**src/ntb_cfg_map.svh**
```systemverilog
// Offsets, field positions, reset values and fixed codes of the endpoint configuration header.
`ifndef NTB_CFG_MAP_SVH
`define NTB_CFG_MAP_SVH

`define NTB_OFS_MAKER_IDENTITY   12'h000
`define NTB_OFS_PART_IDENTITY    12'h002
`define NTB_OFS_COMMAND_CONTROL  12'h004
`define NTB_OFS_STATUS_FLAGS     12'h006
`define NTB_OFS_REVISION_CODE    12'h008
`define NTB_OFS_CLASS_CODE       12'h009
`define NTB_OFS_LINE_SIZE_HINT   12'h00C
`define NTB_OFS_LATENCY_TIMER    12'h00D
`define NTB_OFS_HEADER_LAYOUT    12'h00E
`define NTB_OFS_SELF_TEST        12'h00F
`define NTB_OFS_WINDOW0_BASE     12'h010
`define NTB_OFS_WINDOW1_BASE     12'h014

`define NTB_CMD_IO_SPACE_EN      0
`define NTB_CMD_MEM_SPACE_EN     1
`define NTB_CMD_REQ_FORWARD_EN   2
`define NTB_CMD_POISON_REPORT_EN 6
`define NTB_CMD_ERROR_MSG_EN     8
`define NTB_CMD_LEGACY_IRQ_OFF   10

`define NTB_STS_LEGACY_IRQ_PEND  3
`define NTB_STS_CAP_LIST_FLAG    4
`define NTB_STS_MASTER_POISON    8
`define NTB_STS_GOT_CPL_ABORT    12
`define NTB_STS_GOT_UNSUP_REQ    13
`define NTB_STS_SENT_SYS_ERROR   14
`define NTB_STS_POISON_SEEN      15

`define NTB_RST_COMMAND          16'h0000
`define NTB_RST_STATUS_W1C       16'h0000
`define NTB_RST_LINE_SIZE        8'h00
`define NTB_RST_BASE             64'h0000_0000_0000_0000
`define NTB_PROG_INTERFACE       8'h00
`define NTB_SUB_CLASS            8'h80
`define NTB_BASE_CLASS           8'h06
`define NTB_LATENCY_TIMER        8'h00
`define NTB_HEADER_LAYOUT        8'h00
`define NTB_SELF_TEST            8'h00
`define NTB_ADDR_TYPE_32         2'h0
`define NTB_ADDR_TYPE_64         2'h2
`define NTB_BASE_LSB             4

`endif

```
**src/ntb_cfg_pkg.sv**
```systemverilog
// Types shared by the endpoint configuration header block.
package ntb_cfg_pkg;

  typedef struct packed {
    logic        valid;
    logic        write;
    logic [9:0]  dword;
    logic [3:0]  byte_en;
    logic [31:0] wdata;
  } ntb_cfg_req_t;

  typedef struct packed {
    logic       space_select;
    logic [1:0] addr_type;
    logic       fetch_ahead_flag;
    logic [5:0] size_log2;
  } ntb_win_setup_t;

  typedef struct packed {
    logic poison_cpl_or_wr;
    logic poison_tlp;
    logic got_cpl_abort;
    logic got_unsup_req;
    logic error_detected;
  } ntb_events_t;

  typedef struct packed {
    logic io_hit;
    logic mem_hit;
    logic fwd_req;
    logic fwd_nonposted;
  } ntb_traffic_t;

endpackage

```
**src/ntb_cfg_header.sv**
```systemverilog
// Type 0 configuration header of the external endpoint side of the bridge.
`timescale 1ns/100ps
`include "ntb_cfg_map.svh"

module ntb_cfg_header
  import ntb_cfg_pkg::*;
#(
  parameter logic [15:0] VENDOR_CODE   = 16'h1234,  // Arbitrary value.
  parameter logic [15:0] PART_CODE     = 16'h5678,  // Arbitrary value.
  parameter logic [7:0]  REVISION_INIT = 8'h00
) (
  input  wire logic           CLOCK,
  input  wire logic           RST_B,
  input  wire ntb_cfg_req_t   CFG_REQ,
  output logic                CFG_ACK,
  output logic [31:0]         CFG_RDATA,
  input  wire ntb_win_setup_t WINDOW0_SETUP,
  input  wire ntb_events_t    EVENTS,
  input  wire logic           OWN_IRQ_PENDING,
  input  wire ntb_traffic_t   TRAFFIC,
  output logic                IO_ACCEPT,
  output logic                MEM_ACCEPT,
  output logic                FWD_ALLOW,
  output logic                FWD_REPLY_UR,
  output logic                ERR_MSG_SEND,
  output logic [63:0]         WINDOW0_BASE,
  output logic [63:0]         WINDOW0_MASK
);

  // Bits of the base that the configured window size lets software write.
  function automatic logic [63:0] win_mask(input ntb_win_setup_t s);
    logic [63:0] m;
    m = 64'h0000_0000_0000_0000;
    for (int i = `NTB_BASE_LSB; i < 64; i++) begin
      m[i] = (s.size_log2 != 6'h00) && (i >= int'(s.size_log2));
    end
    // Upper half only exists for a 64-bit memory window.
    if (s.space_select || (s.addr_type != `NTB_ADDR_TYPE_64)) begin
      m[63:32] = 32'h0000_0000;
    end
    return m;
  endfunction

  // Byte-enable merge for a written dword.
  function automatic logic [31:0] lane_merge(input logic [31:0] old, input logic [31:0] wd,
                                             input logic [3:0] be);
    logic [31:0] r;
    r = old;
    for (int b = 0; b < 4; b++) begin
      if (be[b]) begin
        r[8*b +: 8] = wd[8*b +: 8];
      end
    end
    return r;
  endfunction

  logic [15:0] command;
  logic [15:0] status_w1c;
  logic [7:0]  revision_code;
  logic [7:0]  line_size_hint;
  logic [63:0] base;
  logic        err_sent;
  logic        cfg_ack;
  logic [31:0] cfg_rdata;

  logic [15:0] next_command;
  logic [15:0] next_status_w1c;
  logic [7:0]  next_revision_code;
  logic [7:0]  next_line_size_hint;
  logic [63:0] next_base;
  logic        next_err_sent;
  logic        next_cfg_ack;
  logic [31:0] next_cfg_rdata;

  logic [63:0] mask;
  logic        wide_mode;
  logic        io_mode;
  logic [15:0] status_view;
  logic [31:0] win0_view;
  logic [31:0] win1_view;
  logic        wr;
  logic [15:0] w1c_hit;
  logic [15:0] set_bits;

  assign mask      = win_mask(WINDOW0_SETUP);
  assign io_mode   = WINDOW0_SETUP.space_select;
  assign wide_mode = !io_mode && (WINDOW0_SETUP.addr_type == `NTB_ADDR_TYPE_64);
  assign wr        = CFG_REQ.valid && CFG_REQ.write;

  // Status as read: flags, live interrupt level and the fixed capability bit.
  always_comb begin
    status_view = status_w1c;
    status_view[`NTB_STS_LEGACY_IRQ_PEND] = OWN_IRQ_PENDING;
    status_view[`NTB_STS_CAP_LIST_FLAG]   = 1'b1;
  end

  // Masking on read too, so a size change hides stale high-resolution bits at once.
  always_comb begin
    win0_view = base[31:0] & mask[31:0];
    win0_view[0] = WINDOW0_SETUP.space_select;
    win0_view[2:1] = io_mode ? 2'h0 : WINDOW0_SETUP.addr_type;
    win0_view[3]   = io_mode ? 1'b0 : WINDOW0_SETUP.fetch_ahead_flag;
    // The second base dword holds the upper half of window 0 in 64-bit memory mode and reads zero otherwise.
    win1_view = wide_mode ? (base[63:32] & mask[63:32]) : 32'h0000_0000;
  end

  // Hardware sets for the write-one-to-clear flags.
  always_comb begin
    set_bits = 16'h0000;
    set_bits[`NTB_STS_MASTER_POISON]  = EVENTS.poison_cpl_or_wr
                                        && command[`NTB_CMD_POISON_REPORT_EN];
    set_bits[`NTB_STS_GOT_CPL_ABORT]  = EVENTS.got_cpl_abort;
    set_bits[`NTB_STS_GOT_UNSUP_REQ]  = EVENTS.got_unsup_req;
    set_bits[`NTB_STS_SENT_SYS_ERROR] = err_sent;
    set_bits[`NTB_STS_POISON_SEEN]    = EVENTS.poison_tlp;
  end

  always_comb begin
    w1c_hit = 16'h0000;
    if (wr && (CFG_REQ.dword == 10'(`NTB_OFS_COMMAND_CONTROL >> 2)) && CFG_REQ.byte_en[3]) begin
      w1c_hit[15:8] = CFG_REQ.wdata[31:24];
    end
  end

  always_comb begin
    logic [31:0] merged;
    merged              = 32'h0000_0000;
    next_command        = command;
    next_revision_code  = revision_code;
    next_line_size_hint = line_size_hint;
    next_base           = base;
    next_cfg_ack        = CFG_REQ.valid;
    next_cfg_rdata      = 32'h0000_0000;
    // Set wins over a clear in the same cycle so no event is lost.
    next_status_w1c = ((status_w1c & ~w1c_hit) | set_bits) & {8'hF1, 8'h00};
    next_err_sent   = EVENTS.error_detected && command[`NTB_CMD_ERROR_MSG_EN];
    if (wr) begin
      if (CFG_REQ.dword == 10'(`NTB_OFS_COMMAND_CONTROL >> 2)) begin
        merged = lane_merge({16'h0000, command}, CFG_REQ.wdata, CFG_REQ.byte_en);
        next_command = 16'h0000;
        next_command[`NTB_CMD_IO_SPACE_EN]      = merged[`NTB_CMD_IO_SPACE_EN];
        next_command[`NTB_CMD_MEM_SPACE_EN]     = merged[`NTB_CMD_MEM_SPACE_EN];
        next_command[`NTB_CMD_REQ_FORWARD_EN]   = merged[`NTB_CMD_REQ_FORWARD_EN];
        next_command[`NTB_CMD_POISON_REPORT_EN] = merged[`NTB_CMD_POISON_REPORT_EN];
        next_command[`NTB_CMD_ERROR_MSG_EN]     = merged[`NTB_CMD_ERROR_MSG_EN];
        next_command[`NTB_CMD_LEGACY_IRQ_OFF]   = merged[`NTB_CMD_LEGACY_IRQ_OFF];
      end else if (CFG_REQ.dword == 10'(`NTB_OFS_REVISION_CODE >> 2)) begin
        if (CFG_REQ.byte_en[0]) begin
          next_revision_code = CFG_REQ.wdata[7:0];
        end
      end else if (CFG_REQ.dword == 10'(`NTB_OFS_LINE_SIZE_HINT >> 2)) begin
        if (CFG_REQ.byte_en[0]) begin
          next_line_size_hint = CFG_REQ.wdata[7:0];
        end
      end else if (CFG_REQ.dword == 10'(`NTB_OFS_WINDOW0_BASE >> 2)) begin
        merged = lane_merge(base[31:0], CFG_REQ.wdata, CFG_REQ.byte_en);
        next_base[31:0] = merged & mask[31:0];
      end else if (CFG_REQ.dword == 10'(`NTB_OFS_WINDOW1_BASE >> 2)) begin
        if (wide_mode) begin
          merged = lane_merge(base[63:32], CFG_REQ.wdata, CFG_REQ.byte_en);
          next_base[63:32] = merged & mask[63:32];
        end
      end
    end
    if (CFG_REQ.valid && !CFG_REQ.write) begin
      if (CFG_REQ.dword == 10'(`NTB_OFS_MAKER_IDENTITY >> 2)) begin
        next_cfg_rdata = {PART_CODE, VENDOR_CODE};
      end else if (CFG_REQ.dword == 10'(`NTB_OFS_COMMAND_CONTROL >> 2)) begin
        next_cfg_rdata = {status_view, command};
      end else if (CFG_REQ.dword == 10'(`NTB_OFS_REVISION_CODE >> 2)) begin
        next_cfg_rdata = {`NTB_BASE_CLASS, `NTB_SUB_CLASS, `NTB_PROG_INTERFACE, revision_code};
      end else if (CFG_REQ.dword == 10'(`NTB_OFS_LINE_SIZE_HINT >> 2)) begin
        next_cfg_rdata = {`NTB_SELF_TEST, `NTB_HEADER_LAYOUT, `NTB_LATENCY_TIMER,
                          line_size_hint};
      end else if (CFG_REQ.dword == 10'(`NTB_OFS_WINDOW0_BASE >> 2)) begin
        next_cfg_rdata = win0_view;
      end else if (CFG_REQ.dword == 10'(`NTB_OFS_WINDOW1_BASE >> 2)) begin
        next_cfg_rdata = win1_view;
      end else begin
        next_cfg_rdata = 32'h0000_0000;
      end
    end
  end

  always_ff @(posedge CLOCK) begin
    if (!RST_B) begin
      command        <= `NTB_RST_COMMAND;
      status_w1c     <= `NTB_RST_STATUS_W1C;
      revision_code  <= REVISION_INIT;
      line_size_hint <= `NTB_RST_LINE_SIZE;
      base           <= `NTB_RST_BASE;
      err_sent       <= 1'b0;
      cfg_ack        <= 1'b0;
      cfg_rdata      <= 32'h0000_0000;
    end else begin
      command        <= next_command;
      status_w1c     <= next_status_w1c;
      revision_code  <= next_revision_code;
      line_size_hint <= next_line_size_hint;
      base           <= next_base;
      err_sent       <= next_err_sent;
      cfg_ack        <= next_cfg_ack;
      cfg_rdata      <= next_cfg_rdata;
    end
  end

  assign CFG_ACK      = cfg_ack;
  assign CFG_RDATA    = cfg_rdata;
  assign ERR_MSG_SEND = err_sent;
  assign WINDOW0_BASE = {wide_mode ? win1_view : 32'h0000_0000, win0_view[31:4], 4'h0};
  assign WINDOW0_MASK = mask;

  // Traffic gating toward the transaction layer; combinational so a hit is judged this cycle.
  assign IO_ACCEPT    = TRAFFIC.io_hit && command[`NTB_CMD_IO_SPACE_EN];
  assign MEM_ACCEPT   = TRAFFIC.mem_hit && command[`NTB_CMD_MEM_SPACE_EN];
  assign FWD_ALLOW    = TRAFFIC.fwd_req && command[`NTB_CMD_REQ_FORWARD_EN];
  assign FWD_REPLY_UR = TRAFFIC.fwd_req && TRAFFIC.fwd_nonposted
                        && !command[`NTB_CMD_REQ_FORWARD_EN];
endmodule

```
**config.mk**
```make
export PLATFORM = sky130hd
export DESIGN_NAME = ntb_cfg_header
export DESIGN_NICKNAME = d
export VERILOG_FILES = /design/src/ntb_cfg_pkg.sv /design/src/ntb_cfg_header.sv
export VERILOG_INCLUDE_DIRS = /design/src
export SDC_FILE = /design/constraint.sdc
export NUM_CORES = 1
export LEC_CHECK = 0
export ABC_AREA = 1
export BUFFER_PORTS_ARGS = -buffer_cell sky130_fd_sc_hd__buf_2
export CORE_MARGIN = 5
export CORE_UTILIZATION = 40
export CTS_CLUSTER_DIAMETER = 60
export DETAILED_ROUTE_END_ITERATION = 8
export MAX_ROUTING_LAYER = met4
export PLACE_DENSITY = 0.66
export SKIP_CTS_REPAIR_TIMING = 1
export SLEW_MARGIN = 20
export SYNTH_ARGS = -nofsm -noshare
export SYNTH_HDL_FRONTEND = slang
export SYNTH_SLANG_ARGS = --single-unit
```
**constraint.sdc**
```tcl
create_clock -name CLOCK -period 1.87 [get_ports CLOCK]
set_input_delay 0.0935 -clock CLOCK [delete_from_list [all_inputs] [get_ports CLOCK]]
set_output_delay 0.0935 -clock CLOCK [all_outputs]
set_load 0.01 [all_outputs]
```
== Word level (Yosys, flattened, before mapping) ==
Cells that the tools add are included.
Word-level totals
  input port bits: 70
  memory bits (writable): 0
  bits in latches: 0
  word-level logic and storage cells: 244
  bits in read-only memories: 0
  memories kept: 0
  output and inout port bits: 166
  bits in registers: 136
Operators by class
  multiply operators: 0
  mux-type cells: 68
  add/subtract/negate cells: 0
  reductions and logical operators: 85
  eq/ne operators: 7
  bitwise logic cells: 13
  shift-type cells: 0
  magnitude comparators: 59
  divide/modulo/power cells: 0
Operators with widths (number)
  8-bit 2-to-1 mux: 57
  32-bit 2-to-1 mux: 8
  6-bit greater-or-equal comparator (first input constant): 31
  32-bit bitwise AND: 4
  5-bit by 6-bit greater-or-equal comparator with 1-bit output (first input constant): 16
  1-bit logical AND: 71
  4-bit by 6-bit greater-or-equal comparator with 1-bit output (first input constant): 8
  31-bit 2-to-1 mux: 1
  3-bit by 6-bit greater-or-equal comparator with 1-bit output (first input constant): 4
  10-bit by 2-bit == test with 1-bit output (second input constant): 2
  10-bit by 3-bit == test with 1-bit output (second input constant): 2
  16-bit bitwise AND: 1
  16-bit NOT: 1
  16-bit OR: 1
  10-bit by 1-bit == test with 1-bit output (second input constant): 1
  10-bit logical NOT: 1
  5-bit AND reduction: 2
  7-bit AND reduction: 1
  1-bit NOT: 6
  3-bit AND reduction: 2
  6-bit nonzero test: 1
  4-bit AND reduction: 1
  1-bit logical NOT: 3
  3-bit OR reduction: 1
  6 further kinds: 6

== Logic depth before layout (Yosys ltp) ==
  word-level depth: 11
  depth in mapped cells: 11
  depth with buffers taken out: 11

== Worst setup path before layout ==
OpenSTA, ideal clock, no wires.
  kind: input -> register
  start point: input WINDOW0_SETUP[3] (netlist name)
  end point: register cfg_rdata[16], in the netlist CFG_RDATA[16]
  arrival: 1321 ps
  stages on the path: 8
  path slack: 479 ps
  required time: 1800 ps
  buffers on the path: 1
  setup time: 70 ps
  cells stage by stage: buf_4 nor2_2 nand2_2 a21oi_1 inv_1 nor2_1 nand2_1 a21oi_1
On the way
  word-level cells in the longest chain between the ends: 10
  elaborated cells between the ends (all ways): 14
  those cells by class: order compare (2); mux (7); bitwise (2); reduce/logical (3)
Ends and longest elaborated chain
  start: declaration: line ntb_cfg_header.sv:17  | input wire ntb_win_setup_t WINDOW0_SETUP,
  6-bit greater-or-equal comparator or 6-bit nonzero test (tied branches): line ntb_cfg_header.sv:35  | m[i] = (s.size_log2 != 6'h00) && (i >= int'(s.size_log2));
  1-bit logical AND (*): line ntb_cfg_header.sv:35
  32-bit 2-to-1 mux (*): line ntb_cfg_header.sv:38  | if (s.space_select || (s.addr_type != `NTB_ADDR_TYPE_64)) begin
  net WINDOW0_MASK[48]: line ntb_cfg_header.sv:27  | output logic [63:0] WINDOW0_MASK
  32-bit bitwise AND (*): line ntb_cfg_header.sv:104  | win1_view = wide_mode ? (base[63:32] & mask[63:32]) : 32'h0000_0000;
  32-bit 2-to-1 mux (*): line ntb_cfg_header.sv:104
  32-bit 2-to-1 mux (*): line ntb_cfg_header.sv:177  | end else if (CFG_REQ.dword == 10'(`NTB_OFS_WINDOW1_BASE >> 2)) begin
  32-bit 2-to-1 mux (*): line ntb_cfg_header.sv:175  | end else if (CFG_REQ.dword == 10'(`NTB_OFS_WINDOW0_BASE >> 2)) begin
  32-bit 2-to-1 mux (*): line ntb_cfg_header.sv:172  | end else if (CFG_REQ.dword == 10'(`NTB_OFS_LINE_SIZE_HINT >> 2)) begin
  32-bit 2-to-1 mux (*): line ntb_cfg_header.sv:170  | end else if (CFG_REQ.dword == 10'(`NTB_OFS_REVISION_CODE >> 2)) begin
  32-bit 2-to-1 mux (*): line ntb_cfg_header.sv:168  | end else if (CFG_REQ.dword == 10'(`NTB_OFS_COMMAND_CONTROL >> 2)) begin
  end signal: assignment: line ntb_cfg_header.sv:203  | cfg_rdata <= next_cfg_rdata;
  end: declaration: line ntb_cfg_header.sv:64  | logic [31:0] cfg_rdata;
Mark *: on every way through the listed nets, which the timed path passes. The rest lies on a longest branch.
A chain may end at the register's enable or synchronous reset.

== Worst setup path after layout ==
  start point: input CFG_REQ[47] (netlist name)
  end point: register cfg_rdata[16], in the netlist CFG_RDATA[16]
On the way
  word-level cells in the longest chain between the ends: 3
Ends and longest elaborated chain
  start: declaration: line ntb_cfg_header.sv:14  | input wire ntb_cfg_req_t CFG_REQ,
  1-bit logical AND: line ntb_cfg_header.sv:165  | if (CFG_REQ.valid && !CFG_REQ.write) begin
  1-bit NOT (no source line)
  3-bit OR reduction (no source line)
Every way passes these cells.

==> run_summary.xml <==
<?xml version="1.0" encoding="UTF-8"?>
<metrics>
  <group name="floorplanning">
    <metric name="die_height" unit="um">141</metric>
    <metric name="die_width" unit="um">141</metric>
    <metric name="initial_core_util" unit="%">40.3</metric>
    <metric name="floorplan.io_pins" unit="">236</metric>
    <metric name="design.die.area" unit="mm^2">0.0200</metric>
    <metric name="core_area" unit="mm^2">0.0171</metric>
    <metric name="site_row_count" unit="">48</metric>
  </group>
  <group name="clock_network">
    <metric name="cts.path.max_buffers" unit="">2</metric>
    <metric name="cts_buf_count" unit="">17</metric>
    <metric name="clock_tree.htree_level_count" unit="">4</metric>
    <metric name="cts.sink_count" unit="">121</metric>
    <metric name="clk-insertion-delay-late" unit="ps">420</metric>
    <metric name="cts_tree" unit="">built</metric>
    <metric name="root_buffer" unit="">clkbuf_16</metric>
    <metric name="clkTransAtPathRegs" unit="ps">50</metric>
  </group>
  <group name="timing">
    <metric name="grt_setup_unrepaired" unit="">no</metric>
    <metric name="timing.final.max_slew_violations" unit="">0</metric>
    <metric name="worstMarginPinSlew" unit="ps">849</metric>
    <metric name="period_share" unit="%">92.0</metric>
    <metric name="timing.max_slew.rel_slack" unit="%">43.1</metric>
    <metric name="maxClockFrequency" unit="GHz">0.581</metric>
    <metric name="setup_viol" unit="">0</metric>
    <metric name="tightest_hold_margin" unit="ps">-10.4</metric>
    <metric name="hold_violations" unit="">3</metric>
    <metric name="timing.clock.skew" unit="ps">2.95</metric>
    <metric name="min_period" unit="ps">1720</metric>
  </group>
  <group name="power_and_ir_drop">
    <metric name="cellLeakagePower" unit="uW">0.00448</metric>
    <metric name="max-vdd-ir-drop" unit="mV">0.635</metric>
    <metric name="power_density" unit="mW/mm^2">731</metric>
    <metric name="report.power.total" unit="uW">6700</metric>
  </group>
  <group name="worst_setup_path">
    <metric name="worst_r2r_path_depth" unit="">4</metric>
    <metric name="dominant_cell_type_by_count_on_the_critical_path" unit="">nand2_1</metric>
    <metric name="reg2reg_to" unit="">CFG_RDATA[12]</metric>
    <metric name="end_kind" unit="">flop</metric>
    <metric name="reg2reg_slack" unit="ps">790</metric>
    <metric name="timing.critical_path.slowest_cell_delay" unit="ps">650</metric>
    <metric name="r2r-start" unit="">base[12]</metric>
    <metric name="timing.critical_path.slowest_stage_cell" unit="">nor3_2</metric>
    <metric name="worstPathCellList" unit="">dlygate4sd3_1 &gt; buf_2 &gt; nand2_1 &gt; nor2_2 &gt; nand2_1 &gt; nor3_2 &gt; inv_1 &gt; a21oi_1</metric>
    <metric name="critPathArrivalTime" unit="ps">2080</metric>
    <metric name="cp_data_required_time" unit="ps">2220</metric>
    <metric name="timing.critical_path.fanout_max" unit="">7</metric>
    <metric name="worstSetupStartpoint" unit="">CFG_REQ[47]</metric>
    <metric name="worst-setup-path-type" unit="">in -&gt; reg</metric>
    <metric name="type_of_origin_of_the_critical_path" unit="">primary input</metric>
  </group>
  <group name="hold_path">
    <metric name="min_delay_path_depth" unit="">3</metric>
    <metric name="whs_endpoint" unit="">revision_code[4]</metric>
    <metric name="hold_class" unit="">in -&gt; reg</metric>
    <metric name="hold_path.startpoint" unit="">CFG_REQ[4]</metric>
  </group>
  <group name="global_route">
    <metric name="grt_start_max_net_pins" unit="">43</metric>
    <metric name="grtUsageTotal" unit="%">27.7</metric>
    <metric name="via_count_of_the_first_global_routing_pass" unit="">7494</metric>
    <metric name="grt_pass1_wl" unit="um">41900</metric>
    <metric name="grt_remaining_overflow" unit="">0</metric>
    <metric name="grt_antenna_before_repair" unit="">2</metric>
  </group>
  <group name="synthesis">
    <metric name="number_of_storage_elements_in_the_synthesis_netlist" unit="">121</metric>
    <metric name="asyncSetResetFlopFracSynth" unit="%">0</metric>
    <metric name="syn_area_per_cell" unit="um^2">6.50</metric>
    <metric name="warnings_synthesis" unit="">0</metric>
    <metric name="synth_enable_flop_cells" unit="">0</metric>
    <metric name="mappedNetlistArea" unit="mm^2">0.00689</metric>
    <metric name="postSynthCellCount" unit="">1060</metric>
    <metric name="ys.flop_type" unit="">dfxtp_1</metric>
    <metric name="synth-seq-area-share" unit="%">35.2</metric>
    <metric name="distinct_cell_type_count_after_synthesis" unit="">37</metric>
  </group>
  <group name="detailed_routing">
    <metric name="routed_wire_per_std_cell" unit="um">17.6</metric>
    <metric name="drtIter0Drc" unit="">724</metric>
    <metric name="remaining_drc_errors" unit="">0</metric>
    <metric name="route.detailed.vias_per_inst" unit="">5.22</metric>
    <metric name="via_count" unit="">8144</metric>
    <metric name="antenna_left" unit="">0</metric>
    <metric name="firstDrtPassIters" unit="">5</metric>
    <metric name="total_wirelength" unit="um">27500</metric>
  </group>
  <group name="run_status">
    <metric name="failed_checks" unit="">negative hold slack</metric>
    <metric name="outcome" unit="">finished, violations left</metric>
  </group>
  <group name="place">
    <metric name="post_detailed_placement_cell_area" unit="mm^2">0.00834</metric>
    <metric name="finalWeightedCongestion" unit="">0.976</metric>
    <metric name="place.detailed.hpwl" unit="um">20600</metric>
    <metric name="placement.io_buffers" unit="">227</metric>
    <metric name="dpl.cell_count" unit="">1505</metric>
  </group>
  <group name="final_layout">
    <metric name="filler_cell_count" unit="">1719</metric>
    <metric name="fin_cells" unit="">1561</metric>
    <metric name="area.growth.synth_to_final" unit="%">32.8</metric>
    <metric name="finish.utilization" unit="%">53.5</metric>
    <metric name="drive_gt1_share" unit="%">26.6</metric>
    <metric name="number_of_nets_in_the_finished_design" unit="">1390</metric>
    <metric name="layout.cell_area.non_filler" unit="mm^2">0.00915</metric>
  </group>
  <group name="run">
    <metric name="drv.max_cap_violation_count" unit="">0</metric>
  </group>
</metrics>
[worst max-delay path by stage]
stage / to / slack (ps)
5_1_grt: WINDOW0_BASE[48] / 7
4_1_cts: WINDOW0_BASE[48] / 180
3_3_place_gp: CFG_RDATA[16] / 60
2_1_floorplan: CFG_RDATA[16] / 480
6_report: CFG_RDATA[16] / 150
3_5_place_dp: CFG_RDATA[11] / -4
[layer usage]
metal	vias to the layer above	global-route usage, %	wire, um
met5	-	-	0
met1	3695	37.0	11800
met2	434	42.0	12200
met4	0	8.26	765
met3	66	5.97	2690
li1	3949	-	-
[area by class of cell]
| cell class | count | area (um^2) | area share [%] |
|---|---|---|---|
| diodes | 3 | 7.51 | 0.0820 |
| clock buffers | 24 | 482 | 5.26 |
| clock inverters | 8 | 118 | 1.29 |
| inverters | 161 | 608 | 6.64 |
| multi-input cells | 730 | 3540 | 38.7 |
| flip-flops and latches | 121 | 2420 | 26.5 |
| well taps | 225 | 282 | 3.08 |
| repair buffers | 289 | 1690 | 18.5 |
[sequential cells by signal (all words and copies together), names as in the netlist]
signal,flops
CFG_ACK,1
ERR_MSG_SEND,1
command,6
revision_code,8
line_size_hint,8
status_w1c,5
base,60
CFG_RDATA,32
[metrics by stage]
stage	worst slack, ps	TNS (ps)
after floorplan	479	0
final	149	0
after global placement	56.4	0
after global routing	6.66	0
after CTS	178	0
after detailed placement	-4.16	-7.27
[layout by cell type (no fill, tap or decap), types with 6 or more instances in the layout]
cell	count
nor3_1	20
a21oi_2	6
a21oi_1	99
dlygate4sd3_1	21
clkbuf_16	17
o21ai_0	133
a31oi_1	20
nor2_1	105
nand2_1	205
conb_1	8
buf_2	227
dfxtp_1	121
nor2_4	8
nand2_2	8
inv_1	153
nor2_2	13
nand3_1	53
a211oi_1	13
buf_4	38
[report_power, final]
part	switching (uW)	internal (uW)
clock network	1200	2190
logic	484	234
registers	2.70	2590
[synth_stat cells (all sizes together), types with 13 or more instances]
cell    instances  area (um^2)
nor3           26          166
clkbuf         17         63.8
dfxtp         121         2420
buf            38          280
a31oi          20          125
nand3          58          330
a21oi         105          548
inv           159          599
o21ai         143          734
nor2          126          566
a211oi         13         97.6
nand2         214          831
[worst max-delay path: cells and delay by family]
kind | cells | cell delay (ps)
AOI/OAI and AO/OA | 1 | 160
buffers and inverters | 3 | 880
and+or+nand+nor | 4 | 930
[logic make-up (layout without fill, tap and decap cells)]
kind of cell / Yosys count / in the layout / share of synthesized area, %
flip-flops: 121 / 121 / 35.2
buffers and inverters: 216 / 482 / 13.8
AO/OA/AOI/OAI: 290 / 290 / 22.7
AND/OR/NAND/NOR: 432 / 432 / 28.2
other: 1 / 11 / 0.0544
Power figures use the tool's default switching activity.
